**config.mk**
```make
export PLATFORM = sky130hd
export DESIGN_NAME = card_port
export DESIGN_NICKNAME = d
export VERILOG_FILES = /design/src/rtl/card_port_pkg.sv /design/src/rtl/card_port.sv
export VERILOG_INCLUDE_DIRS = /design/src /design/src/rtl
export SDC_FILE = /design/constraint.sdc
export NUM_CORES = 1
export LEC_CHECK = 0
export BUFFER_PORTS_ARGS = -buffer_cell sky130_fd_sc_hd__buf_2
export CAP_MARGIN = 40
export CORE_MARGIN = 4
export CORE_UTILIZATION = 46
export CTS_BUF_LIST = sky130_fd_sc_hd__clkbuf_16
export CTS_CLUSTER_DIAMETER = 30
export DETAILED_ROUTE_END_ITERATION = 6
export PLACE_DENSITY = 0.89
export SYNTH_ARGS = -nofsm -noshare
export SYNTH_HDL_FRONTEND = slang
export SYNTH_SLANG_ARGS = --single-unit
```
**constraint.sdc**
```tcl
create_clock -name CLK -period 4.5 [get_ports CLK]
set_clock_uncertainty 0.15 [all_clocks]
set_input_delay 0.45 -clock CLK [delete_from_list [all_inputs] [get_ports CLK]]
set_output_delay 0.45 -clock CLK [all_outputs]
set_load 0.03 [all_outputs]
```
**src/rtl/card_port_regs.svh**
```systemverilog
`ifndef CARD_PORT_REGS_SVH
`define CARD_PORT_REGS_SVH
// ************************************************************
// address decode and status change bit positions
// ************************************************************
`define ADDR_W          11
`define IDE_ADDR_W      3
`define ATTR_CFG_BASE   11'h200
`define CSR_CHG_POS     6
`define CSR_RDY_POS     5
`define CSR_WP_POS      4
`endif

```
**src/rtl/card_port_pkg.sv**
```systemverilog
package card_port_pkg;
    typedef enum logic [1:0] {MODE_MEM, MODE_IO, MODE_IDE} if_mode_t;
    typedef enum logic [2:0] {SEL_NONE, SEL_IO_PORT, SEL_MEM_PORT, SEL_CIS, SEL_CFG,
                              SEL_TASK, SEL_ALT} target_t;
    typedef enum {DMA_IDLE, DMA_REQ, DMA_ACKED} dma_state_t;
endpackage : card_port_pkg

```
**src/rtl/card_port.sv**
```systemverilog
`timescale 1ns/1ps
`include "card_port_regs.svh"
module card_port
    import card_port_pkg::*;
(
    input  wire logic                CLK,
    input  wire logic                NRST,
    input  wire logic [1:0]          MODE,
    input  wire logic [`ADDR_W-1:0]  ADDR,
    input  wire logic                REG_N,
    input  wire logic                CE1_N,
    input  wire logic                CE2_N,
    input  wire logic                IORD_N,
    input  wire logic                IOWR_N,
    input  wire logic                DMACK_N,
    input  wire logic                DMA_EN,
    input  wire logic                DEV_SEL,
    input  wire logic                DMA_PENDING,
    input  wire logic                CARD_READY,
    input  wire logic                CARD_WP,
    input  wire logic [7:0]          CFG_CSR,
    input  wire logic [15:0]         RD_DATA,
    input  wire logic [15:0]         D_IN,
    output logic [15:0]              D_OUT,
    output logic [15:0]              D_OE,
    output logic [15:0]              WR_DATA,
    output logic [1:0]               WR_LANES,
    output logic [2:0]               TARGET,
    output logic [`ADDR_W-1:0]       REG_ADDR,
    output logic                     BATT1,
    output logic                     BATT2,
    output logic                     BATT_OE,
    output logic                     STSCHG_N,
    output logic                     STSCHG_OE,
    output logic                     SPKR_N,
    output logic                     SPKR_OE,
    output logic                     INPACK_N,
    output logic                     DMARQ,
    output logic                     DMARQ_OE
);
    // ************************************************************
    // session mode
    // ************************************************************
    if_mode_t   mode_r;
    logic       mode_ok_r;
    logic       ide, io_m, mem_m;
    always_ff @(posedge CLK) begin
        if (!NRST) begin
            mode_ok_r <= 1'b0;
            mode_r    <= MODE_MEM;
        end else if (!mode_ok_r) begin
            mode_ok_r <= 1'b1;
            mode_r    <= (MODE == 2'h2) ? MODE_IDE : (MODE == 2'h1) ? MODE_IO : MODE_MEM;
        end
    end
    assign ide   = mode_ok_r && mode_r == MODE_IDE;
    assign io_m  = mode_ok_r && mode_r == MODE_IO;
    assign mem_m = mode_ok_r && mode_r == MODE_MEM;

    // ************************************************************
    // address decode
    // ************************************************************
    logic    sel, dmack;
    target_t tgt;
    assign dmack = ide && DMA_EN && !DMACK_N;
    assign sel   = !CE1_N || !CE2_N;
    always_comb begin
        tgt = SEL_NONE;
        if (ide) begin
            if (!dmack && !CE1_N) tgt = SEL_TASK;
            else if (!dmack && !CE2_N) tgt = SEL_ALT;
        end else if (mode_ok_r && sel) begin
            if (!REG_N && (!IORD_N || !IOWR_N)) tgt = SEL_IO_PORT;
            else if (REG_N) tgt = SEL_MEM_PORT;
            else if (ADDR < `ATTR_CFG_BASE) tgt = SEL_CIS;
            else tgt = SEL_CFG;
        end
    end
    always_ff @(posedge CLK) begin
        if (!NRST) begin
            TARGET   <= SEL_NONE;
            REG_ADDR <= '0;
        end else begin
            TARGET   <= tgt;
            REG_ADDR <= ide ? {8'h00, ADDR[`IDE_ADDR_W-1:0]} : ADDR;
        end
    end

    // ************************************************************
    // data lanes
    // ************************************************************
    logic rd_act, word_xfer;
    assign rd_act    = !IORD_N && ((tgt != SEL_NONE) || dmack);
    assign word_xfer = ide ? dmack || (tgt == SEL_TASK && ADDR[2:0] == 3'h0)
                           : (!CE1_N && !CE2_N);
    always_ff @(posedge CLK) begin
        if (!NRST) begin
            D_OUT    <= 16'h0000;
            D_OE     <= 16'h0000;
            WR_DATA  <= 16'h0000;
            WR_LANES <= 2'h0;
        end else begin
            if (ide && !word_xfer) begin
                D_OUT <= {8'h00, RD_DATA[7:0]};
                D_OE  <= rd_act ? 16'h00FF : 16'h0000;
            end else if (!ide && !word_xfer && CE1_N && !CE2_N) begin
                D_OUT <= {RD_DATA[15:8], 8'h00};
                D_OE  <= rd_act ? 16'hFF00 : 16'h0000;
            end else if (!ide && !word_xfer && ADDR[0]) begin
                D_OUT <= {8'h00, RD_DATA[15:8]};
                D_OE  <= rd_act ? 16'h00FF : 16'h0000;
            end else begin
                D_OUT <= RD_DATA;
                D_OE  <= rd_act ? (word_xfer ? 16'hFFFF : 16'h00FF) : 16'h0000;
            end
            WR_DATA  <= D_IN;
            if (IOWR_N)
                WR_LANES <= 2'h0;
            else if (word_xfer)
                WR_LANES <= 2'h3;
            else if (!ide && CE1_N && !CE2_N)
                WR_LANES <= 2'h2;
            else
                WR_LANES <= 2'h1;
        end
    end

    // ************************************************************
    // static indications
    // ************************************************************
    always_ff @(posedge CLK) begin
        if (!NRST) begin
            BATT1   <= 1'b1;
            BATT2   <= 1'b1;
            BATT_OE <= 1'b0;
            SPKR_N  <= 1'b1;
            SPKR_OE <= 1'b0;
        end else begin
            BATT1   <= 1'b1;
            BATT2   <= 1'b1;
            BATT_OE <= mem_m;
            SPKR_N  <= 1'b1;
            SPKR_OE <= io_m;
        end
    end

    // ************************************************************
    // status change
    // ************************************************************
    logic rdy_d, wp_d, chg_r;
    always_ff @(posedge CLK) begin
        if (!NRST) begin
            // preload the pin levels so reset release shows no false change
            rdy_d <= CARD_READY;
            wp_d  <= CARD_WP;
            chg_r <= 1'b0;
        end else begin
            rdy_d <= CARD_READY;
            wp_d  <= CARD_WP;
            if ((CFG_CSR[`CSR_RDY_POS] && rdy_d != CARD_READY) ||
                (CFG_CSR[`CSR_WP_POS] && wp_d != CARD_WP))
                chg_r <= 1'b1;
            else if (!CFG_CSR[`CSR_CHG_POS])
                chg_r <= 1'b0;
        end
    end
    always_ff @(posedge CLK) begin
        if (!NRST) begin
            STSCHG_N  <= 1'b1;
            STSCHG_OE <= 1'b0;
        end else begin
            STSCHG_N  <= !(chg_r && CFG_CSR[`CSR_CHG_POS]);
            STSCHG_OE <= io_m;
        end
    end

    // ************************************************************
    // input acknowledge
    // ************************************************************
    always_ff @(posedge CLK) begin
        if (!NRST) INPACK_N <= 1'b1;
        else INPACK_N <= !(io_m && tgt == SEL_IO_PORT && !IORD_N);
    end
    inpack_sel_a: assert property (@(posedge CLK) disable iff (!NRST)
        !INPACK_N |-> $past(io_m && !IORD_N && sel && !REG_N))
        else $error("input acknowledge without selected I/O read");

    // ************************************************************
    // dma handshake
    // ************************************************************
    dma_state_t dma_r;
    always_ff @(posedge CLK) begin
        if (!NRST) dma_r <= DMA_IDLE;
        else if (!ide || !DMA_EN) dma_r <= DMA_IDLE;
        else begin
            unique case (dma_r)
                DMA_IDLE:  if (DMA_PENDING) dma_r <= DMA_REQ;
                DMA_REQ:   if (dmack) dma_r <= DMA_ACKED;
                DMA_ACKED: if (!dmack) dma_r <= DMA_IDLE;
            endcase
        end
    end
    always_ff @(posedge CLK) begin
        if (!NRST) begin
            DMARQ    <= 1'b0;
            DMARQ_OE <= 1'b0;
        end else begin
            DMARQ    <= dma_r == DMA_REQ && !dmack;
            DMARQ_OE <= ide && DEV_SEL;
        end
    end
    dmarq_hold_a: assert property (@(posedge CLK) disable iff (!NRST)
        DMARQ && !dmack && ide && DMA_EN |=> DMARQ)
        else $error("dma request dropped before acknowledge");
    dmarq_float_a: assert property (@(posedge CLK) disable iff (!NRST)
        !DEV_SEL |=> !DMARQ_OE)
        else $error("dma request driven while not selected");
    batt_high_a: assert property (@(posedge CLK) disable iff (!NRST)
        BATT_OE |-> BATT1 && BATT2)
        else $error("battery status not high");
    spkr_high_a: assert property (@(posedge CLK) disable iff (!NRST)
        SPKR_N)
        else $error("audio output low");
    ide_addr_a: assert property (@(posedge CLK) disable iff (!NRST)
        $past(ide) |-> REG_ADDR[`ADDR_W-1:`IDE_ADDR_W] == '0)
        else $error("upper address decoded in ide mode");
    ide_byte_a: assert property (@(posedge CLK) disable iff (!NRST)
        $past(ide && !word_xfer) |-> D_OE[15:8] == 8'h00)
        else $error("task register access not byte wide");
    dmack_ign_a: assert property (@(posedge CLK) disable iff (!NRST)
        !DMA_EN |=> dma_r == DMA_IDLE)
        else $error("acknowledge honoured with dma disabled");
endmodule : card_port

```
Word-level counts from Yosys, hierarchy flattened
Cells that the tools add are included.
Word-level totals
  register bits after elaboration: 108
  bits in latches: 0
  memory bits (writable): 0
  memory bits (read-only): 0
  word-level logic and storage cells: 119
  memories: 0
Cells by class
  add/subtract/negate cells: 0
  $mul: 0
  divide/modulo/power cells: 0
  $lt $le $gt $ge: 1
  equal/unequal tests: 15
  shift-type cells: 0
  mux-type cells: 29
  bitwise operators: 1
  reduce and logical (&&, ||, !) cells: 53
Operators with widths (count)
  $mux W16: 8
  $mux W32: 3
  $pmux W32 S3: 1
  $eq A32 B2 Y1 const B: 2
  $eq A32 B1 Y1 const B: 1
  $logic_not A32 Y1: 1
  $logic_and A1 B1 Y1: 26
  $mux W3: 7
  $mux W8: 2
  $logic_not A1 Y1: 12
  $lt A11 B10 Y1 const B: 1
  $reduce_or A2 Y1: 4
  $logic_or A1 B1 Y1: 6
  $mux W2: 3
  $ne A2 B2 Y1 const B: 3
  $mux W1: 5
  $eq A2 B1 Y1 const B: 2
  $eq A2 B2 Y1 const B: 2
  $eq A3 B1 Y1 const B: 1
  $eq A3 B3 Y1 const B: 1
  $logic_not A3 Y1: 1
  $reduce_and A3 Y1: 1
  $reduce_bool A3 Y1: 1
  $logic_not A2 Y1: 1
  3 further kinds: 4

Logic depth before layout (Yosys ltp)
Gate-level depths: netlist of run 1.
  word-level depth: 19
  depth in mapped cells: 8
  gate-level depth less buffers: 6

Least setup slack after synthesis of run 1
OpenSTA, ideal clock, no wires.
  path kind: in2reg
  start: input CE1_N
  end: register D_OE[14]
  setup time: 0.073 ns
  data arrival time: 1.537 ns
  required time: 4.277 ns
  setup slack: 2.741 ns
  stages: 6
  buffers on the path: 1
  path through: nand2_1 -> and4b_1 -> a32oi_1 -> o41a_1 -> buf_6 -> nor3b_2
On the way
  word-level cells in the longest chain between the ends: 15
RTL lines
  start: declaration: line card_port.sv:11  | input wire logic CE1_N,
  $logic_not A1 Y1: line card_port.sv:66, card_port.sv:70, card_port.sv:95
  $logic_or A1 B1 Y1: line card_port.sv:66  | assign sel = !CE1_N || !CE2_N;
  $logic_and A1 B1 Y1: line card_port.sv:72  | end else if (mode_ok_r && sel) begin
  $mux W3: line card_port.sv:72
  $mux W3: line card_port.sv:69  | if (ide) begin
  $eq A3 B3 Y1: line card_port.sv:94  | assign word_xfer = ide ? dmack || (tgt == SEL_TASK && ADDR[2:0] == 3'h0)
  $logic_and A1 B1 Y1: line card_port.sv:94
  $logic_or A1 B1 Y1: line card_port.sv:94
  $mux W1: line card_port.sv:94
  $logic_not A1 Y1: line card_port.sv:103, card_port.sv:106, card_port.sv:109
  $logic_and A1 B1 Y1: line card_port.sv:106, card_port.sv:109
  $logic_and A1 B1 Y1, on equally long branches: line card_port.sv:109, card_port.sv:106
  $mux W16 or $logic_and A1 B1 Y1 (tied branches): line card_port.sv:109, card_port.sv:106
  $mux W16: line card_port.sv:106  | end else if (!ide && !word_xfer && CE1_N && !CE2_N) begin
  $mux W16 *: line card_port.sv:103  | if (ide && !word_xfer) begin
  end signal: assignment: line card_port.sv:105  | D_OE <= rd_act ? 16'h00FF : 16'h0000;
  end signal: assignment: line card_port.sv:108  | D_OE <= rd_act ? 16'hFF00 : 16'h0000;
  end signal: assignment: line card_port.sv:111  | D_OE <= rd_act ? 16'h00FF : 16'h0000;
  end: declaration: line card_port.sv:25  | output logic [15:0] D_OE,
Mark *: on every way between the ends. The rest lies on a longest branch, timed or not.
A chain may end at the register's enable or synchronous reset.

Final worst setup path of run 1
  start: register mode_ok_r
  end: register D_OE[14]
On the way
  word-level cells in the longest chain between the ends: 18
RTL lines
  start: declaration: line card_port.sv:45  | logic mode_ok_r;
  start signal: assignment: line card_port.sv:49  | mode_ok_r <= 1'b0;
  start signal: assignment: line card_port.sv:52  | mode_ok_r <= 1'b1;
  $logic_and A1 B1 Y1: line card_port.sv:56  | assign ide = mode_ok_r && mode_r == MODE_IDE;
  $logic_and A1 B1 Y1 (2 in a row): line card_port.sv:65  | assign dmack = ide && DMA_EN && !DMACK_N;
  $logic_not A1 Y1: line card_port.sv:70, card_port.sv:71
  $logic_and A1 B1 Y1: line card_port.sv:71  | else if (!dmack && !CE2_N) tgt = SEL_ALT;
  $mux W3: line card_port.sv:71
  $mux W3: line card_port.sv:70  | if (!dmack && !CE1_N) tgt = SEL_TASK;
  $mux W3: line card_port.sv:69
  $eq A3 B3 Y1: line card_port.sv:94
  $logic_and A1 B1 Y1: line card_port.sv:94
  $logic_or A1 B1 Y1: line card_port.sv:94
  $mux W1: line card_port.sv:94
  $logic_not A1 Y1: line card_port.sv:103, card_port.sv:106, card_port.sv:109
  $logic_and A1 B1 Y1: line card_port.sv:106, card_port.sv:109
  $logic_and A1 B1 Y1, on equally long branches: line card_port.sv:109, card_port.sv:106
  $mux W16 or $logic_and A1 B1 Y1 (tied branches): line card_port.sv:109, card_port.sv:106
  $mux W16: line card_port.sv:106
  $mux W16 *: line card_port.sv:103
Marked as above.

==> impl_metrics.yaml, run 1 <==
status:
  outcome: "completed"
floorplanning:
  start_util: 0.4808
  std_cell_rows: 25
  die_h_um: 78.73
  dieArea_sq_um: 6198
  core_area_sq_um: 4786
  die_x_um: 78.73
  ioPinCount: 140
yosys:
  synth-seq-cells: 64
  ys_warn_count: 0
  synth_cells: 221
  netlist_area_sq_um: 2301
  syn_area_per_cell_sq_um: 10.41
  yosysUniqueCellTypes: 43
  ys_seq_area_frac: 0.5568
sta:
  period_needed_ps: 2110
  relSlewSlack: 0.5613
  fmax_mhz: 473.9
  rsz0062_at_grt: "no"
  setup_tns_ps: 0
  worst_slew_pin_slew_ps: 653.6
  fin_crit_sh: 0.4689
  slew_violations: 0
  setup_viol: 0
  hold_viol: 0
route:
  drtIter0Drc: 95
  routed_wl_um: 5303
  drcViolationCount: 0
  via_per_inst: 4.659
  vias: 1910
  antenna_left: 0
  dr.pass1.iters: 4
  routedWlPerCell_um: 12.93
cts:
  clock_latency_ps: 320
  cts.sinks: 64
  cts_tree: "yes"
  ctsHoldBuffers: 0
  clockBufferDepth: 2
  clk_pin_slew_ps: 50
  cts_htree_levels: 3
  root_buffer: "clkbuf_16"
  cts_buffers: 9
  cts_setup_buffers: 0
  ctsResizeCount: 0
pwr:
  p_comb_frac: 0.131
  p_leak_nw: 1.670
  power_density_nw_per_um2: 440.4
  vdd_drop_max_v: 0.0002404
  total_power_w: 0.001372
  internal_power_w: 0.001021
  clockPowerShare: 0.428
  switching_share: 0.2560
  p_sw_w: 0.0003512
  p_seq_frac: 0.441
global_route:
  grt_pass1_wl_um: 8521
  antenna_found_initial: 0
  track_usage: 0.1781
  grt_max_degree: 46
  grt_pass1_vias: 1875
  overflow: 0
layout:
  n_fill_cell: 407
  fin_nets: 408
  fin_util: 0.6510
  layout_common_cells: "buf_2, dfxtp_1, nor2_1"
  final_area_sq_um: 3115
  insertedDiodeCount: 0
  syn_to_final_growth_pct: 35.40
  final_common_cell: "buf_2"
  drive_above_1_share: 0.4461
placement:
  globalplace.congestion: 0.7659
  port_buffers: 131
  dp_hpwl_um: 4008
  placed_area_sq_um: 2860
worst_setup_path:
  endpoint_kind: "flop"
  cp_data_arrival_time_ps: 2210
  required_ps: 4600
  path_class: "reg -> reg"
  start_kind: "flop"
  crit_path_max_fanout: 14
hold_path:
  hold_path.class: "in -> reg"
flow_run:
  cap_violations: 0
==> cell families after synthesis <==
group | synth area share
simple gates | 0.2289
mux | 0.03915
flops | 0.5568
buf+inv | 0.08809
fa+ha+maj | 0.01631
compound gates | 0.06145
xor+xnor | 0.007614
other cells | 0.001630
==> path summary, 6_finish.rpt <==
check / start / to / slack (ps) / cells past startpoint
max reg2reg: mode_ok_r / D_OE[14] / 2390 / 5
min reg2reg: chg_r / STSCHG_N / 240 / 1
min: CARD_WP / wp_d / 110 / 1
max: mode_ok_r / D_OE[14] / 2390 / 5
==> state kept, by name, summed over array words and instances (netlist names) <==
signal,count
rdy_d,1
STSCHG_OE,1
dma_r,2
WR_LANES,2
chg_r,1
wp_d,1
WR_DATA,16
mode_ok_r,1
BATT_OE,1
D_OE,2
TARGET,3
D_OUT,16
INPACK_N,1
mode_r,2
DMARQ_OE,1
STSCHG_N,1
DMARQ,1
REG_ADDR,11
==> cell type report <==
cell class,instances,area (sq um),share of cell area
timing repair buffer,131,655.6,0.2104
inverter,4,15.01,0.004819
tap,67,83.83,0.02691
clock buffer,9,225.2,0.07229
sequential,64,1281,0.4112
clock inverter,6,30.03,0.009639
multi-input combinational,129,824.5,0.2647
==> worst max-delay path, cell delays in order (launching register included) <==
cell and delay [ps]:
dfxtp_1 480, nand3b_2 300, nor2_2 210, a22oi_1 120, o41a_1 590, nor3b_2 190
==> synthesized netlist by cell type (all sizes together) <==
cell type / instances / area [sq um]
dfxtp: 64 / 1281
nor2: 24 / 92.59
buf: 21 / 168.9
and2: 20 / 125.1
nand2: 15 / 63.81
and3: 9 / 56.30
mux2i: 9 / 90.09
clkbuf: 5 / 18.77
nor2b: 5 / 31.28
a21oi: 4 / 20.02
inv: 4 / 15.01
nand3: 4 / 20.02
ha: 3 / 37.54
nand2b: 3 / 18.77
nor3b: 3 / 27.52
a22oi: 2 / 15.01
and3b: 2 / 17.52
o22ai: 2 / 18.77
or2: 2 / 12.51
xor2: 2 / 17.52
a21boi: 1 / 7.510
a222oi: 1 / 10.01
a31oi: 1 / 6.260
a32oi: 1 / 8.760
and4b: 1 / 10.01
conb: 1 / 3.750
nand3b: 1 / 11.26
nor3: 1 / 5.000
nor4bb: 1 / 10.01
o211a: 1 / 10.01
o211ai: 1 / 12.51
o21ai: 1 / 5.000
o21bai: 1 / 7.510
o22a: 1 / 8.760
o41a: 1 / 11.26
or3: 1 / 6.260
or3b: 1 / 8.760
or4b: 1 / 10.01
==> through the flow <==
| step | setup slack [ps] | std cells | hold slack [ps] |
|---|---|---|---|
| final | 2390 | 410 | 109.6 |
| after global routing | 2215 | 410 | 102.4 |
| after CTS | 2411 | 410 | 103.7 |
| after detailed placement | 2263 | 395 | 233.1 |
| after global placement | 2295 | 395 | 225.9 |
| after floorplan | 2741 | 223 | 217.5 |
==> layer usage <==
| layer | vias to the layer above | track usage | share of wire |
|---|---|---|---|
| met5 | - | 0 | 0 |
| met4 | 0 | 0.09266 | 0.028 |
| met3 | 11 | 0.07370 | 0.081 |
| met2 | 75 | 0.3081 | 0.51 |
| met1 | 876 | 0.1832 | 0.38 |
| li1 | 948 | - | - |
==> power groups by stage <==
| stage | registers [W] | clock network [W] | logic (W) |
|---|---|---|---|
| after floorplan | 0.000669 | 0 | 0.0000701 |
| after global placement | 0.000616 | 0 | 0.000177 |
| after detailed placement | 0.000617 | 0 | 0.000181 |
| after CTS | 0.000605 | 0.000601 | 0.000181 |
| after global routing | 0.000607 | 0.000632 | 0.000194 |
| final | 0.000605 | 0.000588 | 0.000179 |
Power figures use the tool's default switching activity.
==> run 2: changes to the inputs <==
--- a/config.mk
+++ b/config.mk
@@ -6,14 +6,15 @@
 export SDC_FILE = /design/constraint.sdc
 export NUM_CORES = 1
 export LEC_CHECK = 0
+export ABC_AREA = 1
 export BUFFER_PORTS_ARGS = -buffer_cell sky130_fd_sc_hd__buf_2
 export CAP_MARGIN = 40
 export CORE_MARGIN = 4
-export CORE_UTILIZATION = 46
+export CORE_UTILIZATION = 43
 export CTS_BUF_LIST = sky130_fd_sc_hd__clkbuf_16
 export CTS_CLUSTER_DIAMETER = 30
 export DETAILED_ROUTE_END_ITERATION = 6
-export PLACE_DENSITY = 0.89
+export PLACE_DENSITY = 0.83
 export SYNTH_ARGS = -nofsm -noshare
 export SYNTH_HDL_FRONTEND = slang
 export SYNTH_SLANG_ARGS = --single-unit
==> constraint.sdc (replaced) <==
create_clock -name CLK -period 2 [get_ports CLK]
set_clock_uncertainty 0.15 [all_clocks]
set_input_delay 0.2 -clock CLK [delete_from_list [all_inputs] [get_ports CLK]]
set_output_delay 0.2 -clock CLK [all_outputs]
set_load 0.03 [all_outputs]
==> impl_metrics.yaml, run 2 <==
status:
  outcome: "completed"
yosys:
  async_reset_ff_frac: 0
  yosys-top-cells-count: "dfxtp_1, nand2_1, inv_1, nor2_1, buf_4"
  syn_area_per_cell_sq_um: 8.288
  dominantRegCellSynth: "dfxtp_1"
  synth-seq-cells: 64
  synth_edf_count: 0
  ys_seq_area_frac: 0.5387
  ys_warn_count: 0
  post-synth-top-count-cell: "dfxtp_1"
  netlist_area_sq_um: 2379
  yosys-top-cells-area: "dfxtp_1, nand2_1, inv_1, buf_4, nor2_1"
  synth_top_area_share: 0.5387
  synth_cells: 287
  synth_largest_area_cell: "dfxtp_1"
  yosysUniqueCellTypes: 29
cts:
  clk_pin_slew_ps: 50
  root_buffer: "clkbuf_16"
  cts_htree_levels: 3
  cts_tree: "yes"
  clockBufferDepth: 2
  clock_latency_ps: 310
  cts.sinks: 64
  ctsResizeCount: 0
  cts_buffers: 9
sta:
  hold_viol: 0
  period_needed_ps: 1664
  setup_viol: 0
  fmax_mhz: 601.1
  rsz0062_at_grt: "no"
  slew_violations: 0
  setup_tns_ps: 0
  fin_crit_sh: 0.8318
  setup_ws_ps: 336.5
layout:
  fin_nets: 529
  top_regs: "D_OUT: 16 flops, WR_DATA: 16 flops, REG_ADDR: 11 flops"
  layout_common_cells: "buf_2, dfxtp_1, nand2_1"
  final_common_cell: "buf_2"
  n_fill_cell: 397
  insertedDiodeCount: 0
  syn_to_final_growth_pct: 59.34
  drive_above_1_share: 0.3376
worst_setup_path:
  required_ps: 2050
  cp_data_arrival_time_ps: 1710
  path_class: "reg -> reg"
  crit_path_max_fanout: 9
  slowest_delay_ps: 480
  r2r_setup_slack_ps: 340
  cp_slowest_cell: "dfxtp_1"
  crit_chain: "nand3_4 > nand2_1 > nand4_1 > nand2_1 > nor2_1"
  crit_top_cell: "nand2_1"
  ff2ff_path_depth: 5
  start_kind: "flop"
  endpoint_kind: "flop"
global_route:
  track_usage: 0.1941
  grt_pass1_vias: 2287
  grt_pass1_wl_um: 9936
  overflow: 0
  antenna_found_initial: 0
  grt_max_degree: 18
hold_path:
  hold_path.class: "in -> reg"
  min_path_cells: 3
route:
  drcViolationCount: 0
  antenna_left: 0
  drtIter0Drc: 87
  via_per_inst: 4.363
  routedWlPerCell_um: 12.16
  routed_wl_um: 6503
  vias: 2334
  dr.pass1.iters: 5
placement:
  dp_worst_setup_slack_ps: 352.3
  port_buffers: 131
  dp_hpwl_um: 4229
  globalplace.congestion: 0.8822
floorplanning:
  start_util: 0.4541
  dieArea_sq_um: 6786
  die_h_um: 82.38
  core_area_sq_um: 5238
  ioPinCount: 140
  std_cell_rows: 26
  die_x_um: 82.38
pwr:
  power_density_nw_per_um2: 912.4
  vdd_drop_max_v: 0.0004908
  p_leak_nw: 2.148
flow_run:
  cap_violations: 0
run 2: area by class of cell:
| type | count | area, sq um | share of cell area |
|---|---|---|---|
| tap | 70 | 87.58 | 0.02311 |
| timing repair buffer | 183 | 1174 | 0.3097 |
| clock buffer | 9 | 225.2 | 0.05943 |
| clock inverter | 7 | 80.08 | 0.02113 |
| multi-input combinational | 147 | 733.2 | 0.1935 |
| inverter | 55 | 209.0 | 0.05513 |
| sequential | 64 | 1281 | 0.3381 |
run 2: per-stage QoR:
stage	cell area (sq um)	hold WS [ps]	instances	power, W	util
3_5_place_dp	2974	180.6	468	0.001824	0.5678
2_1_floorplan	2386	77.72	289	0.001685	-
4_1_cts	3790	2.366	535	0.003482	0.7236
3_3_place_gp	2974	174.8	468	0.001813	0.5678
6_report	3790	6.070	535	0.003458	0.7236
5_1_grt	3790	9.745	535	0.003598	0.7236
run 2: cell families after synthesis:
kind of cell    Yosys count  synth area share
simple gates            122            0.2267
compound gates           18           0.05734
flops                    64            0.5387
xor+xnor                  1          0.003683
buf+inv                  78            0.1562
fa+ha+maj                 3           0.01578
other cells               1          0.001577
run 2: power by group:
part	internal (W)	switching, W	leakage [nW]
registers	0.00134	0.0000215	0.530
clock network	0.00107	0.000506	0.161
logic	0.000200	0.000317	1.46
run 2: routing by layer:
metal,global-route usage,up-vias,part of all wire
li1,-,1196,-
met1,0.1984,1030,0.37
met4,0.08140,0,0.019
met5,0,-,0
met2,0.3686,94,0.54
met3,0.04989,14,0.073
run 2: critical path: cells and delay by family (launching register included):
kind,cells,cell delay (ps)
and+or+nand+nor,5,920
DFF,1,480
run 2: worst paths after layout:
kind,startpoint,endpoint
setup / recovery,mode_ok_r,D_OUT[8]
hold / removal,MODE[1],mode_r[1]
setup reg to reg,mode_ok_r,D_OUT[8]
hold reg to reg,chg_r,STSCHG_N
run 2: timing repair:
| action | in CTS | in global routing |
|---|---|---|
| buffers inserted | 0 | 0 |
| hold buffers | 51 | 0 |
| hold endpoints to repair | 51 | 0 |
==> run 3: changes to the inputs <==
--- a/config.mk
+++ b/config.mk
@@ -10,11 +10,11 @@
 export BUFFER_PORTS_ARGS = -buffer_cell sky130_fd_sc_hd__buf_2
 export CAP_MARGIN = 40
 export CORE_MARGIN = 4
-export CORE_UTILIZATION = 43
+export CORE_UTILIZATION = 39
 export CTS_BUF_LIST = sky130_fd_sc_hd__clkbuf_16
 export CTS_CLUSTER_DIAMETER = 30
 export DETAILED_ROUTE_END_ITERATION = 6
-export PLACE_DENSITY = 0.83
+export PLACE_DENSITY = 0.8
 export SYNTH_ARGS = -nofsm -noshare
 export SYNTH_HDL_FRONTEND = slang
 export SYNTH_SLANG_ARGS = --single-unit
==> constraint.sdc (replaced) <==
create_clock -name CLK -period 1.5 [get_ports CLK]
set_clock_uncertainty 0.15 [all_clocks]
set_input_delay 0.15 -clock CLK [delete_from_list [all_inputs] [get_ports CLK]]
set_output_delay 0.15 -clock CLK [all_outputs]
set_load 0.03 [all_outputs]
==> impl_metrics.yaml, run 3 (same netlist as run 2, synthesis figures left out) <==
status:
  outcome: "completed"
floorplanning:
  ioPinCount: 140
  start_util: 0.4017
  die_x_um: 86.10
  core_area_sq_um: 5921
  std_cell_rows: 28
  die_h_um: 86.10
  dieArea_sq_um: 7412
route:
  drcViolationCount: 0
  routedWlPerCell_um: 11.90
  dr.max_layer_used: "met4"
  route.met3.wl_um: 464
  vias: 2340
  routed_wl_um: 6520
  drtIter0Drc: 96
  dr.pass1.iters: 5
  antenna_left: 0
  via_per_inst: 4.270
  wl_met1_um: 2422
  dr_wl_met2_um: 3511
layout:
  final_common_cell: "buf_2"
  n_fill_cell: 488
  ff_latch_area_sq_um: 1281
  insertedDiodeCount: 0
  syn_to_final_growth_pct: 63.44
  fin_util: 0.6566
  drive_above_1_share: 0.3679
  layout_common_cells: "buf_2, dfxtp_1, nand2_1"
  final_area_sq_um: 3887
  multi_input_area_sq_um: 760.7
  finalNonFillerCells: 548
  fin_nets: 537
  top_regs: "D_OUT: 16 flops, WR_DATA: 16 flops, REG_ADDR: 11 flops"
sta:
  fin_crit_sh: 0.9548
  period_needed_ps: 1432
  slew_violations: 0
  setup_viol: 0
  rsz0062_at_grt: "yes"
  hold_viol: 0
  fmax_mhz: 698.2
pwr:
  p_comb_frac: 0.159
  power_density_nw_per_um2: 1158
  internal_power_w: 0.003348
  switching_share: 0.2565
  p_sw_w: 0.001155
  p_seq_frac: 0.404
  p_leak_nw: 2.185
  clockPowerShare: 0.437
  vdd_drop_max_v: 0.0007181
cts:
  cts_buffers: 9
  clk_pin_slew_ps: 50
  cts.sinks: 64
  clock_latency_ps: 310
  root_buffer: "clkbuf_16"
  cts_htree_levels: 3
  clockBufferDepth: 2
  cts_tree: "yes"
global_route:
  overflow: 0
  grt_max_degree: 17
  grt_pass1_wl_um: 10250
  antenna_found_initial: 0
  track_usage: 0.1789
  grt_pass1_vias: 2308
worst_setup_path:
  endpoint_kind: "flop"
  crit_path_max_fanout: 9
  path_class: "in -> reg"
  cp_slowest_cell: "dlygate4sd3_1"
  slowest_delay_ps: 540
  crit_chain: "dlygate4sd3_1 > buf_4 > nor2_2 > nand2_1 > o2111ai_2 > nand2_4 > nor3_2"
  required_ps: 1590
  start_kind: "input pin"
  cp_data_arrival_time_ps: 1530
placement:
  placed_area_sq_um: 3010
  placedCellCount: 477
  port_buffers: 131
  globalplace.congestion: 0.8658
  dp_hpwl_um: 4415
hold_path:
  hold_path.class: "in -> reg"
flow_run:
  cap_violations: 0
-- run 3: cell types whose count changed in the layout (fill, tap and decap cells not counted), moves of 3 or more --
cell      before  now
buf_2        131  128
clkinv_2       1    4
nand2_2        2    6
buf_4          1    8
nand2_1       61   56
inv_1         54   50
-- run 3: worst paths after layout --
kind | cells after the start | startpoint | slack (ps) | to
worst min-delay path | 4 | REG_N | 50 | TARGET[2]
worst max-delay path | 7 | ADDR[0] | 70 | D_OE[14]
worst max register to register | 8 | mode_ok_r | 110 | D_OE[14]
worst min register to register | 1 | chg_r | 250 | STSCHG_N
-- run 3: routing by layer --
metal  track usage  vias to the layer above
li1              -                     1211
met2        0.3413                       84
met4       0.06763                        0
met1        0.1809                     1034
met5             0                        -
met3       0.05187                       11
-- run 3: layout make-up --
cell class	count	share of cell area
Clock buffer	9	0.05793
Clock inverter	7	0.01609
Inverter	55	0.05472
Multi-Input combinational cell	147	0.1957
Sequential cell	64	0.3296
Tap cell	75	0.02414
Timing Repair Buffer	191	0.3219
-- run 3: power groups by stage --
stage	Clock [W]	Sequential [W]	Combinational, W
after floorplan	0	0.00202	0.000230
after global placement	0	0.00185	0.000578
after detailed placement	0	0.00185	0.000588
after CTS	0.00201	0.00182	0.000700
after global routing	0.00211	0.00183	0.000775
final	0.00197	0.00182	0.000715
-- run 3: what timing repair did --
action / in CTS / in global routing
hold endpoints to repair: 54 / 0
setup endpoints to repair: 2 / 16
cloned: 0 / 0
hold buffers: 54 / 0
pin swaps: 0 / 2
buffers inserted: 1 / 1
gates resized for setup: 0 / 14
-- run 3: metrics by stage --
| step | power [W] | hold slack [ps] | TNS [ps] | worst slack, ps |
|---|---|---|---|---|
| after floorplan | 0.002247 | 27.72 | 0 | 166.7 |
| after global placement | 0.002428 | 124.4 | 0 | 43.54 |
| after detailed placement | 0.002441 | 130.8 | -6.118 | -6.118 |
| after CTS | 0.004529 | 34.71 | 0 | 1.116 |
| after global routing | 0.004714 | 61.34 | -27.64 | -27.64 |
| final | 0.004503 | 46.22 | 0 | 67.83 |
-- run 3: worst max-delay path, delay by kind of cell --
| family | cells | cell delay [ps] |
|---|---|---|
| AO/OA/AOI/OAI | 1 | 220 |
| AND/OR/NAND/NOR | 4 | 450 |
| buffers and inverters | 2 | 700 |
